`src/core/updown_timer_pkg.sv`:
```
// constants and types for the up/down timer control block
package updown_timer_pkg;

  localparam logic [31:0] ADDR_CAPCOMP_MODE    = 32'hFFFFF5EA;
  localparam logic [31:0] ADDR_UNIT_MODE       = 32'hFFFFF5EB;
  localparam logic [31:0] ADDR_TIMER_CONTROL   = 32'hFFFFF5EC;
  localparam logic [31:0] ADDR_PIN_EDGE        = 32'hFFFFF5ED;
  localparam logic [31:0] ADDR_PRESCALER       = 32'hFFFFF5EE;
  localparam logic [31:0] ADDR_COUNTER_STATUS  = 32'hFFFFF5EF;
  localparam logic [31:0] ADDR_CAPTURE_SOURCE  = 32'hFFFFF5F6;

  localparam logic [7:0]  RST_CAPCOMP_MODE     = 8'h00;
  localparam logic [7:0]  RST_UNIT_MODE        = 8'h00;
  localparam logic [7:0]  RST_TIMER_CONTROL    = 8'h00;
  localparam logic [7:0]  RST_PIN_EDGE         = 8'h00;
  localparam logic [7:0]  RST_PRESCALER        = 8'h07;
  localparam logic [7:0]  RST_CAPTURE_SOURCE   = 8'h00;

  // writable bit masks; reserved bits read zero
  localparam logic [7:0]  MASK_CAPCOMP_MODE    = 8'h03;
  localparam logic [7:0]  MASK_UNIT_MODE       = 8'h81;
  localparam logic [7:0]  MASK_TIMER_CONTROL   = 8'h4F;
  localparam logic [7:0]  MASK_PRESCALER       = 8'h07;
  localparam logic [7:0]  MASK_CAPTURE_SOURCE  = 8'h01;

  localparam int BIT_COUNT_ENABLE      = 6;
  localparam int BIT_INTERVAL_CLEAR    = 2;
  localparam int BIT_UNIT_MODE_UDC     = 7;
  localparam int BIT_UPDOWN_SUBMODE    = 0;
  localparam int BIT_UNDERFLOW         = 2;
  localparam int BIT_OVERFLOW          = 1;
  localparam int BIT_DIRECTION         = 0;

  // pin index into the synchroniser bank
  localparam int PIN_COUNT   = 0;
  localparam int PIN_DIR     = 1;
  localparam int PIN_CLEAR   = 2;
  localparam int PIN_CAP_A   = 3;
  localparam int PIN_CAP_B   = 4;
  localparam int NUM_PINS    = 5;

  localparam logic [1:0] EDGE_FALLING = 2'h0;
  localparam logic [1:0] EDGE_RISING  = 2'h1;
  localparam logic [1:0] EDGE_BAD     = 2'h2;
  localparam logic [1:0] EDGE_BOTH    = 2'h3;
  localparam logic [1:0] CLR_LEVEL_LO = 2'h2;
  localparam logic [1:0] CLR_LEVEL_HI = 2'h3;

  localparam logic [1:0] CLRSEL_EXT   = 2'h0;
  localparam logic [1:0] CLRSEL_MATCH = 2'h1;
  localparam logic [1:0] CLRSEL_BOTH  = 2'h2;
  localparam logic [1:0] CLRSEL_NONE  = 2'h3;

  localparam logic [15:0] COUNT_MAX   = 16'hFFFF;
  localparam logic [15:0] COUNT_ZERO  = 16'h0000;
  localparam int          PRESCALE_W  = 7;
  localparam int          CLK_PERIOD_NS = 100;

  typedef enum logic [4:0] {
    MODE_GP    = 5'b00001,
    MODE_UDC_1 = 5'b00010,
    MODE_UDC_2 = 5'b00100,
    MODE_UDC_3 = 5'b01000,
    MODE_UDC_4 = 5'b10000
  } count_mode_t;

endpackage

```
`src/core/pin_sync_edge.sv`:
```
// two-flop synchroniser with edge detection for one external pin
`timescale 1ns/1ps
module pin_sync_edge (
  input  wire logic clk,
  input  wire logic rst,
  input  wire logic pin,
  output logic      level,
  output logic      rise,
  output logic      fall
);

  logic meta_reg;
  logic sync_reg;
  logic prev_reg;

  // first flop feeds only the second
  always_ff @(posedge clk or posedge rst) begin
    if (rst) begin
      meta_reg <= 1'b0;
      sync_reg <= 1'b0;
      prev_reg <= 1'b0;
    end else begin
      meta_reg <= pin;
      sync_reg <= meta_reg;
      prev_reg <= sync_reg;
    end
  end

  assign level = sync_reg;
  assign rise  = sync_reg & ~prev_reg;
  assign fall  = ~sync_reg & prev_reg;

endmodule

```
`src/core/updown_timer_control.sv`:
```
// control, count and status logic of the 16-bit up/down timer
`timescale 1ns/1ps
module updown_timer_control
  import updown_timer_pkg::*;
(
  input  wire logic        clk,
  input  wire logic        rst,
  input  wire logic [31:0] cpu_addr,
  input  wire logic        cpu_wr,
  input  wire logic        cpu_rd,
  input  wire logic [7:0]  cpu_wdata,
  output logic      [7:0]  cpu_rdata,
  output logic             cpu_rd_valid,
  input  wire logic [15:0] compare_a,
  input  wire logic [15:0] compare_b,
  input  wire logic        count_pulse_input,
  input  wire logic        direction_input,
  input  wire logic        ext_clear_input,
  input  wire logic        capture_pin_a,
  input  wire logic        capture_pin_b,
  output logic      [15:0] main_counter,
  output logic             capture_a_evt,
  output logic             capture_b_evt,
  output logic             chan_a_compare,
  output logic             chan_b_compare
);

  logic [7:0]            capcomp_mode_select_reg;
  logic [7:0]            timer_unit_mode_reg;
  logic [7:0]            timer_control_reg;
  logic [7:0]            pin_edge_select_reg;
  logic [7:0]            prescaler_count_mode_reg;
  logic [7:0]            capture_source_select_reg;
  logic                  overflow_flag_reg;
  logic                  underflow_flag_reg;
  logic                  direction_reg;
  logic [15:0]           counter_reg;
  logic [15:0]           counter_next;
  logic [PRESCALE_W-1:0] divider_reg;
  logic [7:0]            rdata_reg;
  logic                  rd_valid_reg;
  logic                  cap_a_reg;
  logic                  cap_b_reg;

  logic [NUM_PINS-1:0]   pin_bus;
  logic [NUM_PINS-1:0]   pin_level;
  logic [NUM_PINS-1:0]   pin_rise;
  logic [NUM_PINS-1:0]   pin_fall;

  assign pin_bus = {capture_pin_b, capture_pin_a, ext_clear_input,
                    direction_input, count_pulse_input};

  genvar gi;
  generate
    for (gi = 0; gi < NUM_PINS; gi++) begin : g_pin
      pin_sync_edge u_sync (
        .clk   (clk),
        .rst   (rst),
        .pin   (pin_bus[gi]),
        .level (pin_level[gi]),
        .rise  (pin_rise[gi]),
        .fall  (pin_fall[gi])
      );
    end
  endgenerate

  // valid-edge decode; the prohibited code detects nothing
  function automatic logic edge_hit(input logic [1:0] sel, input logic r, input logic f);
    logic hit;
    hit = 1'b0;
    unique case (sel)
      EDGE_FALLING: hit = f;
      EDGE_RISING:  hit = r;
      EDGE_BOTH:    hit = r | f;
      default:      hit = 1'b0;
    endcase
    return hit;
  endfunction

  // register decode
  wire sel_capcomp = cpu_addr == ADDR_CAPCOMP_MODE;
  wire sel_unit    = cpu_addr == ADDR_UNIT_MODE;
  wire sel_control = cpu_addr == ADDR_TIMER_CONTROL;
  wire sel_edge    = cpu_addr == ADDR_PIN_EDGE;
  wire sel_presc   = cpu_addr == ADDR_PRESCALER;
  wire sel_status  = cpu_addr == ADDR_COUNTER_STATUS;
  wire sel_source  = cpu_addr == ADDR_CAPTURE_SOURCE;
  wire status_read = cpu_rd & sel_status;

  // mode fields
  wire       count_enable_bit      = timer_control_reg[BIT_COUNT_ENABLE];
  wire       interval_clear_enable = timer_control_reg[BIT_INTERVAL_CLEAR];
  wire [1:0] clear_select          = timer_control_reg[1:0];
  wire       updown_count_mode     = timer_unit_mode_reg[BIT_UNIT_MODE_UDC];
  wire       updown_submode_select = timer_unit_mode_reg[BIT_UPDOWN_SUBMODE];
  wire [1:0] encoder_edge_sel      = pin_edge_select_reg[7:6];
  wire [1:0] clear_edge_sel        = pin_edge_select_reg[5:4];
  wire [1:0] capb_edge_sel         = pin_edge_select_reg[3:2];
  wire [1:0] capa_edge_sel         = pin_edge_select_reg[1:0];
  wire [2:0] prescale_sel          = prescaler_count_mode_reg[2:0];
  wire       chan_a_mode_bit       = capcomp_mode_select_reg[0];
  wire       chan_b_mode_bit       = capcomp_mode_select_reg[1];
  wire       chan_b_source_bit     = capture_source_select_reg[0];

  wire udc_mode_a = updown_count_mode & ~updown_submode_select;
  wire udc_mode_b = updown_count_mode & updown_submode_select;

  count_mode_t count_mode;
  assign count_mode = !updown_count_mode     ? MODE_GP    :
                      prescale_sel == 3'h4   ? MODE_UDC_1 :
                      prescale_sel == 3'h5   ? MODE_UDC_2 :
                      prescale_sel == 3'h6   ? MODE_UDC_3 :
                      prescale_sel == 3'h7   ? MODE_UDC_4 : MODE_GP;

  // prescaler tick; code 000 gives no tick at all
  wire [7:0] div_mask8 = (8'h01 << prescale_sel) - 8'h01;
  wire [PRESCALE_W-1:0] div_mask = div_mask8[PRESCALE_W-1:0];
  wire gp_tick = count_enable_bit & (count_mode == MODE_GP) & (prescale_sel != 3'h0) &
                 ((divider_reg & div_mask) == div_mask);

  // encoder edges, qualified by the shared edge select
  wire cnt_ev  = edge_hit(encoder_edge_sel, pin_rise[PIN_COUNT], pin_fall[PIN_COUNT]);
  wire dir_ev  = edge_hit(encoder_edge_sel, pin_rise[PIN_DIR], pin_fall[PIN_DIR]);
  wire dir_lvl = pin_level[PIN_DIR];
  wire phase_a = pin_level[PIN_COUNT];
  wire phase_b = pin_level[PIN_DIR];
  wire quad_up = (cnt_ev & (phase_a ^ phase_b)) | (dir_ev & ~(phase_a ^ phase_b));

  logic udc_up;
  logic udc_dn;
  always_comb begin
    udc_up = 1'b0;
    udc_dn = 1'b0;
    unique case (count_mode)
      MODE_UDC_1: begin
        udc_up = cnt_ev & ~dir_lvl;
        udc_dn = cnt_ev & dir_lvl;
      end
      MODE_UDC_2: begin
        udc_up = cnt_ev & ~dir_ev;
        udc_dn = dir_ev & ~cnt_ev;
      end
      MODE_UDC_3: begin
        udc_up = cnt_ev & dir_lvl;
        udc_dn = cnt_ev & ~dir_lvl;
      end
      MODE_UDC_4: begin
        // both phases changing at once is a lost step, not a count
        udc_up = (cnt_ev ^ dir_ev) & quad_up;
        udc_dn = (cnt_ev ^ dir_ev) & ~quad_up;
      end
      MODE_GP: begin
        udc_up = 1'b0;
        udc_dn = 1'b0;
      end
    endcase
  end

  wire step_up = (count_enable_bit & udc_up) | gp_tick;
  wire step_dn = count_enable_bit & udc_dn;

  // external clear, decoded only in mode A
  wire ext_src_on = udc_mode_a & ((clear_select == CLRSEL_EXT) |
                                  (clear_select == CLRSEL_BOTH));
  wire ext_hit    = (clear_edge_sel == EDGE_FALLING) ? pin_fall[PIN_CLEAR] :
                    (clear_edge_sel == EDGE_RISING)  ? pin_rise[PIN_CLEAR] :
                    (clear_edge_sel == CLR_LEVEL_LO) ? ~pin_level[PIN_CLEAR] :
                                                        pin_level[PIN_CLEAR];
  wire ext_clear  = ext_src_on & ext_hit;

  wire match_src_a = udc_mode_a & ((clear_select == CLRSEL_MATCH) |
                                   (clear_select == CLRSEL_BOTH));
  wire match_a     = counter_reg == compare_a;
  wire match_b     = counter_reg == compare_b;
  wire up_clear    = step_up & match_a &
                     ((~updown_count_mode & interval_clear_enable) | match_src_a |
                      udc_mode_b);
  wire dn_clear    = step_dn & match_b & udc_mode_b;
  wire any_clear   = ext_clear | up_clear | dn_clear;

  wire ovf_set = step_up & ~any_clear & (counter_reg == COUNT_MAX);
  wire udf_set = step_dn & ~any_clear & (counter_reg == COUNT_ZERO);

  always_comb begin
    if (any_clear) begin
      counter_next = COUNT_ZERO;
    end else if (step_up) begin
      counter_next = counter_reg + 16'h0001;
    end else if (step_dn) begin
      counter_next = counter_reg - 16'h0001;
    end else begin
      counter_next = counter_reg;
    end
  end

  // capture triggers; dead while counting is disabled
  wire cap_a_edge = edge_hit(capa_edge_sel, pin_rise[PIN_CAP_A], pin_fall[PIN_CAP_A]);
  wire cap_b_edge = edge_hit(capb_edge_sel, pin_rise[PIN_CAP_B], pin_fall[PIN_CAP_B]);
  wire cap_b_trig = chan_b_source_bit ? cap_a_edge : cap_b_edge;
  wire cap_a_next = count_enable_bit & ~chan_a_mode_bit & cap_a_edge;
  wire cap_b_next = count_enable_bit & ~chan_b_mode_bit & cap_b_trig;

  wire [7:0] status_view = {5'h00, underflow_flag_reg, overflow_flag_reg,
                            direction_reg & updown_count_mode};

  wire [7:0] read_mux = sel_capcomp ? capcomp_mode_select_reg   :
                        sel_unit    ? timer_unit_mode_reg       :
                        sel_control ? timer_control_reg         :
                        sel_edge    ? pin_edge_select_reg       :
                        sel_presc   ? prescaler_count_mode_reg  :
                        sel_status  ? status_view               :
                        sel_source  ? capture_source_select_reg : 8'h00;

  // software keeps these stable while enabled; hardware does not lock them
  always_ff @(posedge clk or posedge rst) begin
    if (rst) begin
      capcomp_mode_select_reg   <= RST_CAPCOMP_MODE;
      timer_unit_mode_reg       <= RST_UNIT_MODE;
      timer_control_reg         <= RST_TIMER_CONTROL;
      pin_edge_select_reg       <= RST_PIN_EDGE;
      prescaler_count_mode_reg  <= RST_PRESCALER;
      capture_source_select_reg <= RST_CAPTURE_SOURCE;
    end else if (cpu_wr) begin
      if (sel_capcomp) capcomp_mode_select_reg   <= cpu_wdata & MASK_CAPCOMP_MODE;
      if (sel_unit)    timer_unit_mode_reg       <= cpu_wdata & MASK_UNIT_MODE;
      if (sel_control) timer_control_reg         <= cpu_wdata & MASK_TIMER_CONTROL;
      if (sel_edge)    pin_edge_select_reg       <= cpu_wdata;
      if (sel_presc)   prescaler_count_mode_reg  <= cpu_wdata & MASK_PRESCALER;
      if (sel_source)  capture_source_select_reg <= cpu_wdata & MASK_CAPTURE_SOURCE;
    end
  end

  // status writes are dropped: the register is read-only
  always_ff @(posedge clk or posedge rst) begin
    if (rst) begin
      overflow_flag_reg  <= 1'b0;
      underflow_flag_reg <= 1'b0;
      direction_reg      <= 1'b0;
    end else begin
      // a set in the clearing read's cycle survives
      overflow_flag_reg  <= ovf_set | (overflow_flag_reg & ~status_read);
      underflow_flag_reg <= udf_set | (underflow_flag_reg & ~status_read);
      if (!updown_count_mode) begin
        direction_reg <= 1'b0;
      end else if (step_up) begin
        direction_reg <= 1'b0;
      end else if (step_dn) begin
        direction_reg <= 1'b1;
      end
    end
  end

  always_ff @(posedge clk or posedge rst) begin
    if (rst) begin
      counter_reg  <= COUNT_ZERO;
      divider_reg  <= '0;
      rdata_reg    <= 8'h00;
      rd_valid_reg <= 1'b0;
      cap_a_reg    <= 1'b0;
      cap_b_reg    <= 1'b0;
    end else begin
      counter_reg  <= counter_next;
      divider_reg  <= count_enable_bit ? divider_reg + 7'h01 : 7'h00;
      rdata_reg    <= cpu_rd ? read_mux : 8'h00;
      rd_valid_reg <= cpu_rd;
      cap_a_reg    <= cap_a_next;
      cap_b_reg    <= cap_b_next;
    end
  end

  assign cpu_rdata      = rdata_reg;
  assign cpu_rd_valid   = rd_valid_reg;
  assign main_counter   = counter_reg;
  assign capture_a_evt  = cap_a_reg;
  assign capture_b_evt  = cap_b_reg;
  assign chan_a_compare = capcomp_mode_select_reg[0];
  assign chan_b_compare = capcomp_mode_select_reg[1];
endmodule

```
`config.mk`:
```
export PLATFORM = sky130hd
export DESIGN_NAME = updown_timer_control
export DESIGN_NICKNAME = d
export VERILOG_FILES = /design/src/core/updown_timer_pkg.sv /design/src/core/pin_sync_edge.sv /design/src/core/updown_timer_control.sv
export SDC_FILE = /design/constraint.sdc
export NUM_CORES = 1
export LEC_CHECK = 0
export ABC_AREA = 1
export BUFFER_PORTS_ARGS = -buffer_cell sky130_fd_sc_hd__buf_2
export CAP_MARGIN = 20
export CORE_MARGIN = 5
export CORE_UTILIZATION = 50
export CTS_CLUSTER_SIZE = 14
export DETAILED_ROUTE_END_ITERATION = 8
export GPL_ROUTABILITY_DRIVEN = 0
export MAX_ROUTING_LAYER = met4
export PLACE_DENSITY = 0.86
export SLEW_MARGIN = 30
export SYNTH_ARGS = -nofsm -noshare
export SYNTH_HDL_FRONTEND = slang
export SYNTH_SLANG_ARGS = --single-unit
export TNS_END_PERCENT = 1
```
`constraint.sdc`:
```
create_clock -name clk -period 6.2 [get_ports clk]
set_input_delay 1.24 -clock clk [delete_from_list [all_inputs] [get_ports clk]]
set_output_delay 1.24 -clock clk [all_outputs]
set_load 0.03 [all_outputs]
```
# [Word level (Yosys, flattened, before mapping)]
# Cells that the tools add are included.
# Widths: inputs -> output; s select.
[op_classes] addsub=4 n_eq_ne=31 shift=1 mux=30 bitwise_logic=82 reduce_logical=14
[ops] cell="$eq 32x32->1 const B" n=7
[ops] cell="$mux 16" n=3
[ops] cell="$and 1x1->1" n=45
[ops] cell="$mux 8" n=5
[ops] cell="$eq 16x16->1" n=2
[ops] cell="$mux 5" n=5
[ops] cell="$not 1->1" n=20
[ops] cell="$add 16x1->16 const B" n=1
[ops] cell="$eq 16x16->1 const B" n=1
[ops] cell="$logic_not 16->1" n=1
[ops] cell="$sub 16x1->16 const B" n=1
[ops] cell="$or 1x1->1" n=14
[ops] cell="$eq 3x3->1 const B" n=4
[ops] cell="$pmux 1 s3" n=4
[ops] cell="$reduce_and 2->1" n=6
[ops] cell="$eq 2x1->1 const B" n=5
[ops] cell="$eq 2x2->1 const B" n=5
[ops] cell="$logic_not 2->1" n=5
[ops] cell="$pmux 1 s5" n=2
[ops] cell="$mux 1" n=8
[ops] cell="$add 7x1->7 const B" n=1
[ops] cell="$and 7x7->7" n=1
[ops] cell="$eq 7x7->1" n=1
[ops] cell="$mux 7" n=1
[ops] cell="11 further kinds" n=14
[word_totals] ff_bits=73 inputBits=81 out_inout_bits=29 elab_cells=192

# [Depth between registers and ports, before layout]
# Gate-level depths: netlist (run 1).
[logic_depth] ltp_word=19 depth_mapped=25 mapped_depth_nobuf=25

# [Hierarchy]
# From an unflattened synthesis (run 1), not the netlist that was laid out.
[hier_totals] hier_cells=614 hier_area_um2=4640.7
[by_module_without_submodules] module="updown_timer_control" instances=1 cells_each=574 area_per_inst_um2=4171.5 seq_area_each_um2=1455.1
[by_module_without_submodules] module="pin_sync_edge" instances=5 cells_each=8 area_per_inst_um2=93.8 seq_area_each_um2=75.1

# [Least setup slack after synthesis (run 1)]
# Ideal clock, no wire load.
[synth_path] path_kind="register to register" startpoint="register g_pin[1].u_sync.sync_reg" endpoint="register counter_reg[9] (netlist: main_counter[9])" setup_ns=0.119 arrival_ns=3.406 required_ns=6.081 path_slack_ns=2.676 stages_incl_launch_ff=22 n_path_buf=0 period_less_slack_ns=3.524 cell_sequence="dfrtp_1 -> inv_1 -> ha_1 -> inv_1 -> nand3_1 -> nand3_2 -> inv_1 -> ha_1 -> nor3_4 -> nand2_1 -> nand2_2 -> nand2_4 -> nand2_4 -> inv_1 -> ha_1 -> a21oi_1 -> nand2_1 -> a21boi_0 -> o21ai_0 -> a21oi_1 -> xor2_1 -> o21ai_2"
[synth_between] elab_chain_cells=15 word_cells_on_any_way=33 cone_classes="5 x mux; 27 x bitwise; 1 x reduce/logical"
[synth_rtl] element="from (decl)" line_no="pin_sync_edge.sv:13" source="logic sync_reg;"
[synth_rtl] element="from (signal assigned)" line_no="pin_sync_edge.sv:24" source="sync_reg <= meta_reg;"
[synth_rtl] element="$not 1->1" line_no="pin_sync_edge.sv:31, updown_timer_control.sv:136, updown_timer_control.sv:145"
[synth_rtl] element="$and 1x1->1" line_no="pin_sync_edge.sv:31" source="assign fall = ~sync_reg & prev_reg;"
[synth_rtl] element="$or 1x1->1" line_no="updown_timer_control.sv:74" source="EDGE_BOTH: hit = r | f;"
[synth_rtl] element="$pmux 1 s3" line_no="updown_timer_control.sv:71" source="unique case (sel)"
[synth_rtl] element="$and 1x1->1" line_no="updown_timer_control.sv:127" source="wire quad_up = (cnt_ev & (phase_a ^ phase_b)) | (dir_ev & ~(phase_a ^ phase_b));"
[synth_rtl] element="$or 1x1->1" line_no="updown_timer_control.sv:127"
[synth_rtl] element="$and 1x1->1" line_no="updown_timer_control.sv:149" source="udc_up = (cnt_ev ^ dir_ev) & quad_up;"
[synth_rtl] element="$pmux 1 s5" line_no="updown_timer_control.sv:134" source="unique case (count_mode)"
[synth_rtl] element="$and 1x1->1" line_no="updown_timer_control.sv:159" source="wire step_up = (count_enable_bit & udc_up) | gp_tick;"
[synth_rtl] element="$or 1x1->1" line_no="updown_timer_control.sv:159"
[synth_rtl] element="$and 1x1->1 (2 in a row)" line_no="updown_timer_control.sv:175" source="wire up_clear = step_up & match_a &"
[synth_rtl] element="$or 1x1->1 (2 in a row)" line_no="updown_timer_control.sv:179" source="wire any_clear = ext_clear | up_clear | dn_clear;"
[synth_rtl] element="$reduce_bool 3->1 (no source line) or $mux 16 (tied branches)"
[synth_rtl] element="to (signal assigned)" line_no="updown_timer_control.sv:262" source="counter_reg <= counter_next;"
[synth_rtl] element="to (decl)" line_no="updown_timer_control.sv:37" source="logic [15:0] counter_reg;"
# Parallel ways exist; a longest one is shown, timed or not.
# A chain may end at the register's enable or synchronous reset.

# [Final worst setup path (run 1)]
# Same ends and word-level chain as after synthesis.

==> run_results.csv, run 1 <==
group,metric,value,unit
sta,period_share,0.639,
sta,tns,0,ns
clock_network,cts_buffer_depth,2,
global_routing,grt_pass1_wl,21600,um
routing,route.detailed.drc,0,
floorplan,coreArea,9860,um^2
clock_network,cts_tree,"done",
global_routing,grt_pass1_vias,4668,
worst_setup_path,r2r-start,"g_pin[1].u_sync.level",
cells_and_area,drive_gt1_frac,0.241,
place,pre_cts_ws,2.27,ns
cells_and_area,final_nets,889,
logic_synthesis,synthesis.nets,775,
sta,worst_pin_slew,0.665,ns
power_and_ir_drop,p_int,674,uW
routing,vias,4777,
routing,drt_iter0_drc,274,
logic_synthesis,synthMostInstantiatedCell,"nand2_1",
worst_setup_path,start_kind,"flop",
clock_network,worst_skew_pair.late_latency,0.36,ns
worst_setup_path,critPathMaxFanout,15,
logic_synthesis,syn_area,5100,um^2
logic_synthesis,synth_ff_type,"dfrtp_1",
job,drv_cap,0,
sta,setup_viol,0,
routing,drtPass1Iterations,5,
hold_path,hold_depth,0,
worst_setup_path,crit_arrival,4.21,ns
routing,vias_per_cell,5.21,
sta,worst_slack,2.24,ns
hold_path,hp-class,"flop to flop",
sta,fin_crit,3.96,ns
sta,hold_violations,0,
worst_setup_path,cp_data_required_time,6.45,ns
worst_setup_path,startpoint,"g_pin[1].u_sync.level",
routing,wl_per_cell,13.8,um
logic_synthesis,async_reset_ff_frac,1.00,
cells_and_area,fin_util,0.603,
cells_and_area,area.growth.synth_to_final,16.7,%
power_and_ir_drop,power_density,154,nW/um^2
power_and_ir_drop,p_leak,3.13,nW
clock_network,cts_resized,0,
floorplan,start_util,0.517,
logic_synthesis,avgSynthCellArea,7.67,um^2
floorplan,io-pin-count,110,
cells_and_area,largest_register_ffs,16,
global_routing,antenna_found_initial,0,
power_and_ir_drop,p_comb_frac,0.084,
clock_network,htreeDepth,3,
global_routing,grt_overflow,0,
global_routing,grt_max_degree,74,
logic_synthesis,yosys.area.top_type,"dfrtp_1",
logic_synthesis,synth_seq_cells,73,
power_and_ir_drop,p_switching,241,uW
place,port_buffers,109,
routing,drt-total-wl,12600,um
floorplan,die_h,111,um
worst_setup_path,rr_worst_depth,21,
sta,skew,0.0127,ns
floorplan,die-area,12300,um^2
floorplan,row_count,36,
sta,rsz0062_at_grt,"no",
hold_path,hold_start,"g_pin[1].u_sync.meta_reg",
sta,slew_headroom,0.557,
worst_setup_path,critPathCaptureType,"flop",
power_and_ir_drop,power_frac_seq,0.529,
logic_synthesis,yosysWarnings,0,
sta,drv_slew,0,
clock_network,ctsHoldBuffers,0,
global_routing,track_usage,0.215,
power_and_ir_drop,clkPwrFrac,0.387,
clock_network,clkTransAtPathRegs,0.08,ns
sta,max_freq,253,MHz
clock_network,cts.sinks,73,
clock_network,cts_setup_buffers,0,
worst_setup_path,timing_worst_setup_path_type,"flop to flop",
logic_synthesis,synth_edf_count,0,
place,place_hpwl,9690,um
logic_synthesis,yosysUniqueCellTypes,46,
floorplan,die_w,111,um
cells_and_area,multi_input_comb_area,2840,um^2
logic_synthesis,synthCells,665,
logic_synthesis,ys_top_cells_by_count,"nand2_1 (158), inv_1 (93), dfrtp_1 (70)",
cells_and_area,n_antenna_cell,0,
routing,ant_nets,0,
clock_network,numCtsBuffers,9,
clock_network,cts-root-buf,"clkbuf_8",
power_and_ir_drop,swShare,0.263,
power_and_ir_drop,ir_worst_vdd,0.0886,mV
logic_synthesis,synthTopCellsByArea,"dfrtp_1 (34%), nand2_1 (12%), ha_1 (6.9%), inv_1 (6.8%), nand3_1 (4.1%)",
cells_and_area,fill_cells,899,
cells_and_area,register_area,1830,um^2
logic_synthesis,synth_top_area_frac,0.343,
logic_synthesis,seq_area_frac_synth,0.359,
run_status,status,"complete, no violations",
metrics by stage:
stage	cells	instance area (um^2)	hold slack [ns]	power, mW
global placement	901	5760	0.332	0.567
floorplan	665	5100	0.331	0.530
detailed placement	901	5760	0.335	0.570
CTS	917	5950	0.341	0.925
finish	917	5950	0.345	0.915
global route	917	5950	0.351	0.958
path summary, 6_finish.rpt:
check | endpoint | slack, ns
worst max-delay path | main_counter[9] | 2.24
worst min-delay path | g_pin[1].u_sync.level | 0.35
worst max register to register | main_counter[9] | 2.24
worst min register to register | g_pin[1].u_sync.level | 0.35
max in group asynchronous | g_pin[1].u_sync.meta_reg | 4.69
min in group asynchronous | pin_edge_select_reg[0] | 1.04
power groups by stage:
stage	Sequential, mW	Combinational, mW	Clock [mW]
after floorplan	0.493	0.0364	0
after detailed placement	0.494	0.0767	0
after global routing	0.485	0.0874	0.386
after CTS	0.484	0.0771	0.364
after global placement	0.493	0.0740	0
final	0.484	0.0765	0.354
worst max-delay path, stage by stage (launching register included):
cell and delay, ns:
dfrtp_1 0.43, inv_1 0.11, ha_1 0.31, inv_1 0.05, nand3_1 0.07, nand3_2 0.11
inv_1 0.05, ha_1 0.30, nor3_4 0.21, nand2_1 0.08, nand2_2 0.08, nand2_4 0.07
nand2_4 0.10, inv_1 0.26, ha_1 0.43, a21oi_1 0.16, nand2_1 0.12, a21boi_0 0.27
o21ai_0 0.19, a21oi_1 0.19, xor2_1 0.19, o21ai_2 0.06
cells by family after synthesis:
family                   Yosys count  synth area share
AO/OA/AOI/OAI                    107             0.126
flip-flops                        73             0.359
XOR/XNOR                          28            0.0481
multiplexers                       3           0.00662
AND/OR/NAND/NOR                  319             0.303
adder cells (fa/ha/maj)           29            0.0726
buffers and inverters            106            0.0846
final cells by class:
| type | count | area share |
|---|---|---|
| timing repair buffer | 110 | 0.0936 |
| inverter | 99 | 0.0624 |
| clock inverter | 6 | 0.00841 |
| sequential | 73 | 0.308 |
| multi-input combinational | 486 | 0.477 |
| tap | 133 | 0.0280 |
| clock buffer | 10 | 0.0231 |
per-layer routing:
layer  GRT usage  vias up  routed length [um]
li1            -     2396                   -
met1       0.267     2160                5330
met2       0.352      194                6080
met3      0.0431       27                 975
met4      0.0731        0                 263
met5           -        -                   0
cells in the final DEF, fill, tap and decap left out, drive strengths merged, types with 5 or more instances in the layout:
master	synthesis	final
o21ai	55	55
nor2	59	59
nor4	10	10
o211ai	5	5
xor2	15	15
nand4	9	9
nor3	12	12
nand3	50	50
a21oi	34	34
inv	99	101
dfrtp	70	70
buf	7	110
nand2	177	177
clkbuf	0	10
xnor2	13	13
ha	28	28
No activity file was read; power rests on OpenSTA's default activity.
==> run 2, diff against run 1 <==
--- a/config.mk
+++ b/config.mk
@@ -5,16 +5,16 @@
 export SDC_FILE = /design/constraint.sdc
 export NUM_CORES = 1
 export LEC_CHECK = 0
-export ABC_AREA = 1
+export ABC_AREA = 0
 export BUFFER_PORTS_ARGS = -buffer_cell sky130_fd_sc_hd__buf_2
 export CAP_MARGIN = 20
 export CORE_MARGIN = 5
-export CORE_UTILIZATION = 50
+export CORE_UTILIZATION = 49
 export CTS_CLUSTER_SIZE = 14
 export DETAILED_ROUTE_END_ITERATION = 8
 export GPL_ROUTABILITY_DRIVEN = 0
 export MAX_ROUTING_LAYER = met4
-export PLACE_DENSITY = 0.86
+export PLACE_DENSITY = 0.89
 export SLEW_MARGIN = 30
 export SYNTH_ARGS = -nofsm -noshare
 export SYNTH_HDL_FRONTEND = slang
==> constraint.sdc (replaced) <==
create_clock -name clk -period 3.4 [get_ports clk]
set_input_delay 0.68 -clock clk [delete_from_list [all_inputs] [get_ports clk]]
set_output_delay 0.68 -clock clk [all_outputs]
set_load 0.03 [all_outputs]
==> run_results.csv, run 2 <==
group,metric,value,unit
run_status,status,"finished with violations",
run_status,violations,"setup timing",
logic_synthesis,synthesis.nets,558,
routing,drt_iter0_drc,284,
place,dp.cells,703,
hold_path,hp-class,"input pin to asynchronous set/reset pin",
clock_network,cts_buffer_depth,2,
clock_network,cts.sinks,73,
worst_setup_path,crit_slowest_cell,"dfstp_2",
clock_network,cts_tree,"done",
logic_synthesis,ys_top_cells_by_count,"dfrtp_1 (70), nand2_1 (37), xor2_1 (31)",
clock_network,numCtsBuffers,9,
cells_and_area,final_cell_mix,"buf_2 (109), dfrtp_1 (70), buf_4 (53), nand2_1 (37), xor2_1 (30)",
cells_and_area,final_nets,721,
floorplan,row_count,35,
logic_synthesis,seq_area_frac_synth,0.401,
worst_setup_path,max_stage_delay,0.40,ns
worst_setup_path,cp_num_cells,16,
logic_synthesis,synth_edf_count,0,
worst_setup_path,timing_worst_setup_path_type,"flop to flop",
logic_synthesis,yosys.area.top_type,"dfrtp_1",
logic_synthesis,synthTopCellsByArea,"dfrtp_1 (38%), ha_1 (7.7%), xor2_1 (5.9%), xnor2_1 (4.8%), mux2_2 (3.9%)",
power_and_ir_drop,p_int,1.21,mW
cells_and_area,fin_util,0.656,
clock_network,cts-root-buf,"clkbuf_8",
clock_network,htreeDepth,3,
worst_setup_path,cp_data_required_time,3.64,ns
cells_and_area,n_antenna_cell,0,
logic_synthesis,synth_seq_cells,73,
floorplan,die_w,107,um
logic_synthesis,synth_top_area_frac,0.384,
clock_network,clkTransAtPathRegs,0.09,ns
sta,skew,0.0178,ns
sta,period_share,1.14,
cells_and_area,largest_register_ffs,16,
worst_setup_path,cpMostUsedCell,"o21ai_2",
worst_setup_path,path_delay_family,"compound AO/OA/AOI/OAI gates",
routing,vias_per_cell,5.84,
worst_setup_path,cp_cell_sequence,"or3_4 -> ha_4 -> mux2i_2 -> o21ai_2 -> a2111oi_4 -> a221oi_4 -> buf_6 -> fa_2 -> a21o_1 -> a21oi_2 -> o21ai_2 -> o311ai_2 -> a21boi_1 -> a31oi_1 -> xor2_1 -> o21ai_1",
sta,fin_crit,3.87,ns
clock_network,worst_skew_pair.late_latency,0.36,ns
logic_synthesis,synthCells,448,
cells_and_area,fin_cells,727,
power_and_ir_drop,power,1.64,mW
floorplan,die_h,107,um
sta,hold_violations,0,
sta,max_freq,258,MHz
worst_setup_path,start_kind,"flop",
floorplan,start_util,0.499,
power_and_ir_drop,p_comb_frac,0.088,
logic_synthesis,yosysUniqueCellTypes,69,
power_and_ir_drop,p_leak,2.87,nW
global_routing,track_usage,0.253,
worst_setup_path,critPathMaxFanout,6,
power_and_ir_drop,ir_worst_vdd,0.260,mV
power_and_ir_drop,swShare,0.262,
logic_synthesis,yosysWarnings,0,
sta,rsz0062_at_grt,"yes",
logic_synthesis,synth_ff_type,"dfrtp_1",
sta,slew_headroom,0.606,
global_routing,grt_pass1_vias,4393,
logic_synthesis,synthMostInstantiatedCell,"dfrtp_1",
worst_setup_path,crit_arrival,4.11,ns
global_routing,grt_pass1_wl,22000,um
floorplan,io-pin-count,110,
job,drv_cap,0,
cells_and_area,fill_cells,640,
cells_and_area,layout_commonest_cell,"buf_2",
clock_network,ctsHoldBuffers,0,
sta,drv_slew,0,
routing,vias,4248,
global_routing,antenna_found_initial,0,
routing,drt-total-wl,13900,um
sta,setup_viol,9,
routing,drtPass1Iterations,5,
floorplan,coreArea,9150,um^2
worst_setup_path,timing.critical_path.buf_inv,1,
global_routing,grt_overflow,0,
logic_synthesis,syn_area,4560,um^2
logic_synthesis,async_reset_ff_frac,1.00,
logic_synthesis,avgSynthCellArea,10.2,um^2
sta,holdWs,0.279,ns
power_and_ir_drop,clkPwrFrac,0.374,
place,place_hpwl,9770,um
routing,wl_per_cell,19.1,um
routing,route.detailed.drc,0,
sta,worst_slack,-0.469,ns
worst_setup_path,critPathCaptureType,"flop",
power_and_ir_drop,p_switching,431,uW
sta,worst_pin_slew,0.577,ns
cells_and_area,drive_gt1_frac,0.407,
worst_setup_path,rr_worst_depth,16,
cells_and_area,area.growth.synth_to_final,31.6,%
power_and_ir_drop,power_frac_seq,0.537,
floorplan,die-area,11300,um^2
global_routing,grt_max_degree,31,
routing,ant_nets,0,
power_and_ir_drop,power_density,273,nW/um^2
place,port_buffers,109,
[run 2: cell types whose count changed after synthesis, moves of 13 or more]
| cell | delta |
|---|---|
| a21oi_1 | -16 |
| inv_1 | -72 |
| mux2_2 | +13 |
| nand2_1 | -121 |
| nand2_2 | -13 |
| nand3_1 | -34 |
| nor2_1 | -28 |
| o21ai_0 | -26 |
| xor2_1 | +16 |
[run 2: per-stage QoR]
stage / instance area, um^2 / setup TNS (ns) / worst slack (ns)
5_1_grt: 6010 / -4.44 / -0.635
4_1_cts: 5920 / -1.74 / -0.305
6_report: 6010 / -2.49 / -0.469
3_3_place_gp: 5620 / -1.01 / -0.214
2_1_floorplan: 4660 / -2.56 / -0.476
3_5_place_dp: 5620 / -2.69 / -0.476
[run 2: cell type report]
class,count,area [um^2],area share
Clock inverter,6,42.5,0.00708
Timing Repair Buffer,164,966,0.161
Inverter,21,78.8,0.0131
Multi-Input combinational cell,342,2820,0.470
Clock buffer,10,128,0.0212
Sequential cell,73,1830,0.305
Tap cell,111,139,0.0231
[run 2: logic make-up (layout without fill, tap and decap cells)]
kind of cell               Yosys count  in the layout  synth area share
muxes                               28             28            0.0746
DFF                                 73             73             0.401
xor gates and xnor gates            56             56             0.107
buffers and inverters               33            201            0.0307
AOI/OAI and AO/OA                   82             82             0.126
and+or+nand+nor                    147            147             0.179
adders and majority gates           29             29            0.0811
[run 2: layer usage]
layer | track usage | vias to the layer above | share of wire
met4 | 0.109 | 0 | 0.037
met1 | 0.297 | 2053 | 0.39
met5 | - | - | 0
met3 | 0.0443 | 49 | 0.069
met2 | 0.430 | 216 | 0.51
li1 | - | 1930 | -
[run 2: power by group through the flow]
stage | combinational [mW] | sequential [mW] | clock [mW]
final | 0.145 | 0.883 | 0.615
after global routing | 0.160 | 0.884 | 0.663
after CTS | 0.143 | 0.883 | 0.618
after detailed placement | 0.139 | 0.900 | 0
after global placement | 0.132 | 0.899 | 0
after floorplan | 0.0610 | 0.900 | 0
[run 2: worst reg2reg max path, stage by stage, from the launching register on]
cell and delay, ns:
dfstp_2 0.40, or3_4 0.39, ha_4 0.21, mux2i_2 0.23, o21ai_2 0.14, a2111oi_4 0.36, a221oi_4 0.11, buf_6 0.17
fa_2 0.35, a21o_1 0.18, a21oi_2 0.17, o21ai_2 0.08, o311ai_2 0.34, a21boi_1 0.15, a31oi_1 0.22, xor2_1 0.16
o21ai_1 0.07
[run 2: path summary, 6_finish.rpt]
check / start / end / slack (ns)
max: prescaler_count_mode_reg[1] / main_counter[14] / -0.47
min: rst / main_counter[1] / 0.28
max reg2reg: prescaler_count_mode_reg[1] / main_counter[14] / -0.47
min reg2reg: g_pin[2].u_sync.meta_reg / g_pin[2].u_sync.level / 0.35
max in group asynchronous: rst / prescaler_count_mode_reg[2] / 2.35
min in group clk: g_pin[2].u_sync.meta_reg / g_pin[2].u_sync.level / 0.35
[run 2: what timing repair did]
item,CTS,global route
gates cloned,0,0
endpoints found under the setup margin,11,12
pin swaps,19,13
setup buffers,6,2
resized for setup,17,14
